[src/rtl/mmu_map.svh]
// Address map, reset values and field positions of the address translation unit.
`ifndef MMU_MAP_SVH
`define MMU_MAP_SVH

// I/O addresses of the three translation registers.
`define MMU_HIGH_BASE_ADDR 16'h0038
`define MMU_BANK_BASE_ADDR 16'h0039
`define MMU_AREA_ADDR 16'h003A

// Reset values of the translation registers.
`define MMU_HIGH_BASE_RST 8'h00
`define MMU_BANK_BASE_RST 8'h00
`define MMU_AREA_RST 8'hF0

// Field positions inside the area boundary register.
`define MMU_HI_START_MSB 7
`define MMU_HI_START_LSB 4
`define MMU_BANK_START_MSB 3
`define MMU_BANK_START_LSB 0

// Logical address split: the upper nibble selects the 4K page.
`define MMU_PAGE_MSB 15
`define MMU_PAGE_LSB 12
`define MMU_OFFS_MSB 11
`define MMU_OFFS_LSB 0

// Constants used when forming physical addresses.
`define MMU_NIB_PAD 4'h0
`define MMU_IO_TOP 4'h0
`define MMU_LOW_BASE 8'h00
`define MMU_PHYS_RST 20'h00000
`define MMU_DATA_RST 8'h00

`endif

[src/rtl/mmu_pkg.sv]
// Types shared by the address translation unit and its area comparator.
package mmu_pkg;

    // The three logical areas that an access can fall in.
    typedef enum logic [1:0] {
        AREA_LOW_COMMON,
        AREA_BANK,
        AREA_HIGH_COMMON
    } area_t;

    // Whole state of the translation unit.
    typedef struct packed {
        logic [7:0] high_base;   // High common base value.
        logic [7:0] bank_base;   // Bank area base value.
        logic [7:0] area;        // Area boundary value.
        logic [19:0] phys;       // Physical address driven on the bus.
        logic [7:0] rdata;       // Register read data.
        logic rvalid;            // Read data valid pulse.
    } mmu_state_t;

endpackage

[src/rtl/mmu_xlate_if.sv]
// Interface between the translation unit and its area comparator.
`timescale 1ns/1ps
`default_nettype none

interface mmu_xlate_if;
    logic [3:0] nibble;         // Upper logical address nibble.
    logic [7:0] area;           // Area boundary register contents.
    logic [7:0] high_base;      // High common base value.
    logic [7:0] bank_base;      // Bank area base value.
    logic [7:0] base;           // Selected base value.
    mmu_pkg::area_t sel;        // Selected logical area.

    // The translation unit supplies the page and the registers.
    modport unit (output nibble, output area, output high_base, output bank_base,
                  input base, input sel);
    // The comparator answers with the area and its base.
    modport cmp (input nibble, input area, input high_base, input bank_base,
                 output base, output sel);
endinterface

`default_nettype wire

[src/rtl/area_compare.sv]
// Comparator that classifies a logical page into one of three areas.
`timescale 1ns/1ps
`default_nettype none
`include "mmu_map.svh"

module area_compare (
    mmu_xlate_if.cmp xl // Page in, area and base out.
);

    // Purely combinational so that the lookup costs no extra cycle.
    always_comb begin
        if (xl.nibble >= xl.area[`MMU_HI_START_MSB:`MMU_HI_START_LSB]) begin
            // High common area wins over the bank area when both starts are passed.
            xl.sel = mmu_pkg::AREA_HIGH_COMMON;
            xl.base = xl.high_base;
        end else if (xl.nibble >= xl.area[`MMU_BANK_START_MSB:`MMU_BANK_START_LSB]) begin
            // Between the two starts lies the bank area.
            xl.sel = mmu_pkg::AREA_BANK;
            xl.base = xl.bank_base;
        end else begin
            // Everything below both the bank start and the high start is the low common area, never relocated.
            xl.sel = mmu_pkg::AREA_LOW_COMMON;
            xl.base = `MMU_LOW_BASE;
        end
    end

endmodule

`default_nettype wire

[src/rtl/logical_to_physical_mmu.sv]
// Logical to physical address translation unit with its two base registers and its area boundary register.
//
// Contract
// - Map 16-bit logical onto 20-bit physical addresses.
// - Up to three logical areas exist.
// - Area boundaries step in 4K logical pages.
// - Translate every kind of memory cycle.
// - I/O addresses pass through untranslated.
// - Top four address lines zero during I/O.
// - Block mover drives its 20-bit address directly.
// - Comparators pick the area from boundary register.
// - Add area base to upper logical nibble.
// - High common area uses high common base.
// - Low common area maps from physical zero.
// - Translation adds no extra bus cycles.
// - High common base register, I/O 38h, resets zero.
// - Bank base register, I/O 39h, resets zero.
// - Boundary register 3Ah, resets upper ones, lower zeros.
`timescale 1ns/1ps
`default_nettype none
`include "mmu_map.svh"

module logical_to_physical_mmu (
    input wire logic clk,                 // System clock, 200 MHz.
    input wire logic nrst,                // Synchronous reset, active low.
    input wire logic [15:0] cpu_addr,     // Logical address of the current cycle.
    input wire logic mem_cycle,           // Processor memory cycle of any kind.
    input wire logic io_cycle,            // Processor I/O cycle.
    input wire logic block_mover_own,     // On-chip block mover owns the bus.
    input wire logic [19:0] mover_addr,   // Block mover physical address.
    input wire logic io_wr,               // I/O write strobe for register writes.
    input wire logic io_rd,               // I/O read strobe for register reads.
    input wire logic [7:0] io_wdata,      // I/O write data.
    output logic [19:0] phys_addr,        // Physical address bus.
    output logic [7:0] io_rdata,          // Register read data.
    output logic io_rvalid                // Read data valid pulse.
);

    // Registered state and its next value.
    mmu_pkg::mmu_state_t state_q;
    mmu_pkg::mmu_state_t state_d;

    // Comparator link.
    mmu_xlate_if xl ();

    // Upper logical nibble, the 4K page number.
    logic [3:0] page;

    // The page is what the comparators look at, so boundaries move in 4K steps.
    assign page = cpu_addr[`MMU_PAGE_MSB:`MMU_PAGE_LSB];

    // Feed the comparator with the page and the live register contents.
    assign xl.nibble = page;
    assign xl.area = state_q.area;
    assign xl.high_base = state_q.high_base;
    assign xl.bank_base = state_q.bank_base;

    // The comparator decides among the low common, bank and high common areas.
    area_compare u_cmp (
        .xl(xl)
    );

    // Next state: address selection by cycle type plus register access.
    always_comb begin
        state_d = state_q;
        // The valid flag is a pulse, dropped unless a mapped read occurs.
        state_d.rvalid = 1'b0;
        if (block_mover_own) begin
            // Mover cycles bypass the unit entirely and take its own address.
            state_d.phys = mover_addr;
        end else if (io_cycle) begin
            // I/O cycles carry the logical address with a zero top nibble.
            state_d.phys = {`MMU_IO_TOP, cpu_addr};
        end else if (mem_cycle) begin
            // Fetches, data, vector and restart cycles all look the same here.
            state_d.phys = {xl.base + {`MMU_NIB_PAD, page},
                            cpu_addr[`MMU_OFFS_MSB:`MMU_OFFS_LSB]};
        end else begin
            // Idle cycles hold the bus so it does not glitch between accesses.
            state_d.phys = state_q.phys;
        end
        // Register writes follow io_wr alone, without checking io_cycle; mover cycles are ignored.
        if (io_wr && !block_mover_own) begin
            case (cpu_addr)
                `MMU_HIGH_BASE_ADDR: begin
                    state_d.high_base = io_wdata;
                end
                `MMU_BANK_BASE_ADDR: begin
                    state_d.bank_base = io_wdata;
                end
                `MMU_AREA_ADDR: begin
                    state_d.area = io_wdata;
                end
                default: begin
                    // Other I/O addresses belong to other blocks.
                    state_d.area = state_q.area;
                end
            endcase
        end
        // Reads show the registers as they stood before this edge.
        if (io_rd && !block_mover_own) begin
            case (cpu_addr)
                `MMU_HIGH_BASE_ADDR: begin
                    state_d.rdata = state_q.high_base;
                    state_d.rvalid = 1'b1;
                end
                `MMU_BANK_BASE_ADDR: begin
                    state_d.rdata = state_q.bank_base;
                    state_d.rvalid = 1'b1;
                end
                `MMU_AREA_ADDR: begin
                    state_d.rdata = state_q.area;
                    state_d.rvalid = 1'b1;
                end
                default: begin
                    // Unmapped reads return nothing from this unit.
                    state_d.rdata = `MMU_DATA_RST;
                end
            endcase
        end
        // Synchronous reset puts every register at its defined value.
        if (!nrst) begin
            state_d.high_base = `MMU_HIGH_BASE_RST;
            state_d.bank_base = `MMU_BANK_BASE_RST;
            state_d.area = `MMU_AREA_RST;
            state_d.phys = `MMU_PHYS_RST;
            state_d.rdata = `MMU_DATA_RST;
            state_d.rvalid = 1'b0;
        end
    end

    // One register stage; the address reaches the bus one clock after the cycle that presents it.
    // The register keeps outputs glitch free at the cost of one clock of latency,
    // which the bus timing of a processor cycle absorbs without a wait state.
    always_ff @(posedge clk) begin
        state_q <= state_d;
    end

    // Outputs straight from the state register.
    assign phys_addr = state_q.phys;
    assign io_rdata = state_q.rdata;
    assign io_rvalid = state_q.rvalid;
endmodule

`default_nettype wire

[config.mk]
export PLATFORM = sky130hd
export DESIGN_NAME = logical_to_physical_mmu
export DESIGN_NICKNAME = d
export VERILOG_FILES = /design/src/rtl/mmu_pkg.sv /design/src/rtl/mmu_xlate_if.sv /design/src/rtl/area_compare.sv /design/src/rtl/logical_to_physical_mmu.sv
export VERILOG_INCLUDE_DIRS = /design/src /design/src/rtl
export SDC_FILE = /design/constraint.sdc
export NUM_CORES = 1
export LEC_CHECK = 0
export ABC_CLOCK_PERIOD_IN_PS = 2750
export BUFFER_PORTS_ARGS = -buffer_cell sky130_fd_sc_hd__buf_2
export CORE_ASPECT_RATIO = 1.75
export CORE_MARGIN = 2
export CORE_UTILIZATION = 47
export DETAILED_ROUTE_END_ITERATION = 8
export PLACE_DENSITY = 0.76
export REMOVE_ABC_BUFFERS = 1
export SYNTH_ARGS = -nofsm -noshare
export SYNTH_HDL_FRONTEND = slang
export SYNTH_HIERARCHICAL = 1
export SYNTH_SLANG_ARGS = --single-unit
[constraint.sdc]
create_clock -name clk -period 2.75 [get_ports clk]
set_input_delay 0.275 -clock clk [delete_from_list [all_inputs] [get_ports clk]]
set_output_delay 0.275 -clock clk [all_outputs]
set_load 0.1 [all_outputs]
==> flow_summary.yaml <==
worst_hold_path:
  min_path_type: "input pin to flip-flop"
final_layout:
  fill_cells: 504
  fin_area_mm2: 0.00368
  area_growth_syn_to_layout_pct: 29.8
  nets: 469
  diodes: 0
  final_core_util_pct: 62.6
  drive_gt1_share_pct: 35.5
pwr:
  pwr-share-comb_pct: 23.6
  switchingPower_mw: 0.548
  seqPwrFrac_pct: 49.2
  leakage_nw: 1.66
  switching_share_pct: 33.8
  p_int_mw: 1.07
  power.density_mw_per_mm2: 440
  ir_worst_vdd_uv: 274
  clockPowerShare_pct: 27.2
place:
  portBuffers: 79
  placed_area_mm2: 0.00337
  gp_congestion: 0.888
  dp_hpwl_um: 5730
worst_setup_path:
  crit_buf_inv: 1
  crit_slowest_cell: "dfxtp_1"
  start_kind: "flip-flop"
  max_stage_delay_ps: 360
  path_delay_family: "compound AO/OA/AOI/OAI gates"
  critical_path.max_fanout: 4
  endpoint_kind: "flip-flop"
  path_class: "flip-flop to flip-flop"
  path_cells: "ha_1, o21ai_1, o2bb2ai_4, o31ai_2, ha_2, inv_2, fa_2, nor2b_4, o21a_1, or3_1, a32oi_1, a21oi_1"
  crit_required_ps: 2950
  cp_data_arrival_time_ps: 2850
drt:
  routed-via-count: 2657
  highest_layer: "met4"
  drtPass1Iterations: 4
  remaining_drc_errors: 0
  drt_iter0_markers: 179
  wl_per_cell_um: 16.4
  avgViaCountPerCell: 5.49
  final_antenna_net_count: 0
  wl_met3_um: 271
  drt_wl_total_um: 7930
  drt-met1-wl_um: 2950
  wl_met2_um: 4410
logic_synthesis:
  syn_area_per_cell_um2: 9.12
  syn-instance-count: 311
  syn_area_mm2: 0.00284
  ys.warnings.count: 6
sta:
  period_share_pct: 96.5
  fmax_mhz: 377
  hold_violations: 0
  slew_headroom_pct: 43.9
  setup_viol: 0
  report.final.slew_viol_count: 0
  skew_ps: 5.22
  tightest_slew_ps: 842
  rsz0062_at_grt: "true"
  final.min_clock_period_ps: 2650
job:
  cap_viol_max_count: 0
global_routing:
  grt_max_degree: 36
  gr-total-overflow: 0
  grt_pass1_vias: 2657
  antenna_found_initial: 0
  track_usage_pct: 23.6
  grt_pass1_wl_um: 12500
floorplanning:
  fp.dieArea_mm2: 0.00670
  rows: 37
  die_w_um: 62.7
  pin_count: 80
  chipHeight_um: 107
  start_util_pct: 48.2
  coreArea_mm2: 0.00588
clocking:
  clock-root-buffer: "clkbuf_8"
  hold_buffers: 0
  clock_latency_ps: 310
  htree_levels: 2
  ctsLongestPathBuffers: 2
  cts_inserted_buffers: 5
  numClockSinks: 53
  cts_tree: "done"
  clk_pin_slew_ps: 100
run_status:
  status: "finished, final reports clean"
tightest hold or removal path, stage by stage:
cell     delay, ps
buf_2           80
nand3_1         60
o41ai_1         60
layout by cell type (no fill, tap or decap), types with 2 or more instances in the layout:
cell / n
a211oi_1: 13
a21oi_1: 2
a22oi_1: 8
a31oi_1: 2
buf_2: 79
buf_4: 22
clkbuf_8: 5
clkinvlp_4: 2
dfxtp_1: 47
dfxtp_2: 6
ha_1: 7
ha_4: 4
inv_1: 19
inv_2: 3
mux2i_1: 46
nand2_1: 27
nand3_1: 3
nand4_1: 2
nor2_1: 37
nor2b_1: 3
nor3_1: 2
nor4_4: 3
o211ai_1: 2
o21a_1: 2
o21ai_0: 7
o21ai_1: 12
o31ai_1: 4
o31ai_2: 4
or3_1: 2
xor2_1: 2
sequential cells by signal (all words and copies together), names as in the netlist:
register	flops
xl.high_base	8
phys_addr	20
io_rdata	8
xl.area	8
io_rvalid	1
xl.bank_base	8
worst paths after layout:
check / start / to / slack, ps / cells after the start
worst max register to register: xl.area[0] / phys_addr[16] / 100 / 12
worst min register to register: phys_addr[14] / phys_addr[14] / 490 / 2
worst min-delay path: mover_addr[15] / phys_addr[15] / 180 / 3
worst max-delay path: xl.area[0] / phys_addr[16] / 100 / 12
area by class of cell:
class                           count  area [um2]  area share [%]
Inverter                           23        86.3            2.34
Multi-Input combinational cell    220        1770            48.1
Tap cell                           78        97.6            2.65
Clock inverter                      2        15.0           0.408
Timing Repair Buffer              102         572            15.5
Clock buffer                        6        72.6            1.97
Sequential cell                    53        1070            29.0
per-stage QoR:
step / hold WS (ps) / setup WS (ps) / cells / TNS (ps) / total power [mW]
after floorplan: 337 / 84.7 / 296 / 0 / 1.05
after global placement: 454 / 22.8 / 467 / 0 / 1.17
after detailed placement: 465 / -54.2 / 467 / -83.3 / 1.17
after CTS: 181 / 4.45 / 475 / 0 / 1.61
after global routing: 193 / -6.60 / 484 / -6.60 / 1.68
final: 184 / 96.2 / 484 / 0 / 1.62
power by group through the flow:
stage	Sequential (mW)	Clock (mW)	Combinational, mW
2_1_floorplan	0.970	0	0.0841
6_report	0.798	0.440	0.383
3_5_place_dp	0.816	0	0.357
3_3_place_gp	0.815	0	0.352
4_1_cts	0.798	0.453	0.359
5_1_grt	0.801	0.479	0.404
layer usage:
| layer | track usage [%] | vias to the layer above |
|---|---|---|
| li1 | - | 1297 |
| met1 | 23.4 | 1264 |
| met2 | 45.6 | 74 |
| met3 | 3.99 | 22 |
| met4 | 12.7 | 0 |
| met5 | 0 | - |
repair_timing:
| item | in CTS | in global routing |
|---|---|---|
| gates resized for setup | 4 | 36 |
| pin swaps | 0 | 16 |
| endpoints found under the setup margin | 4 | 7 |
| endpoints found under the hold margin | 0 | 0 |
| buffers inserted | 0 | 9 |
Power figures use the tool's default switching activity.
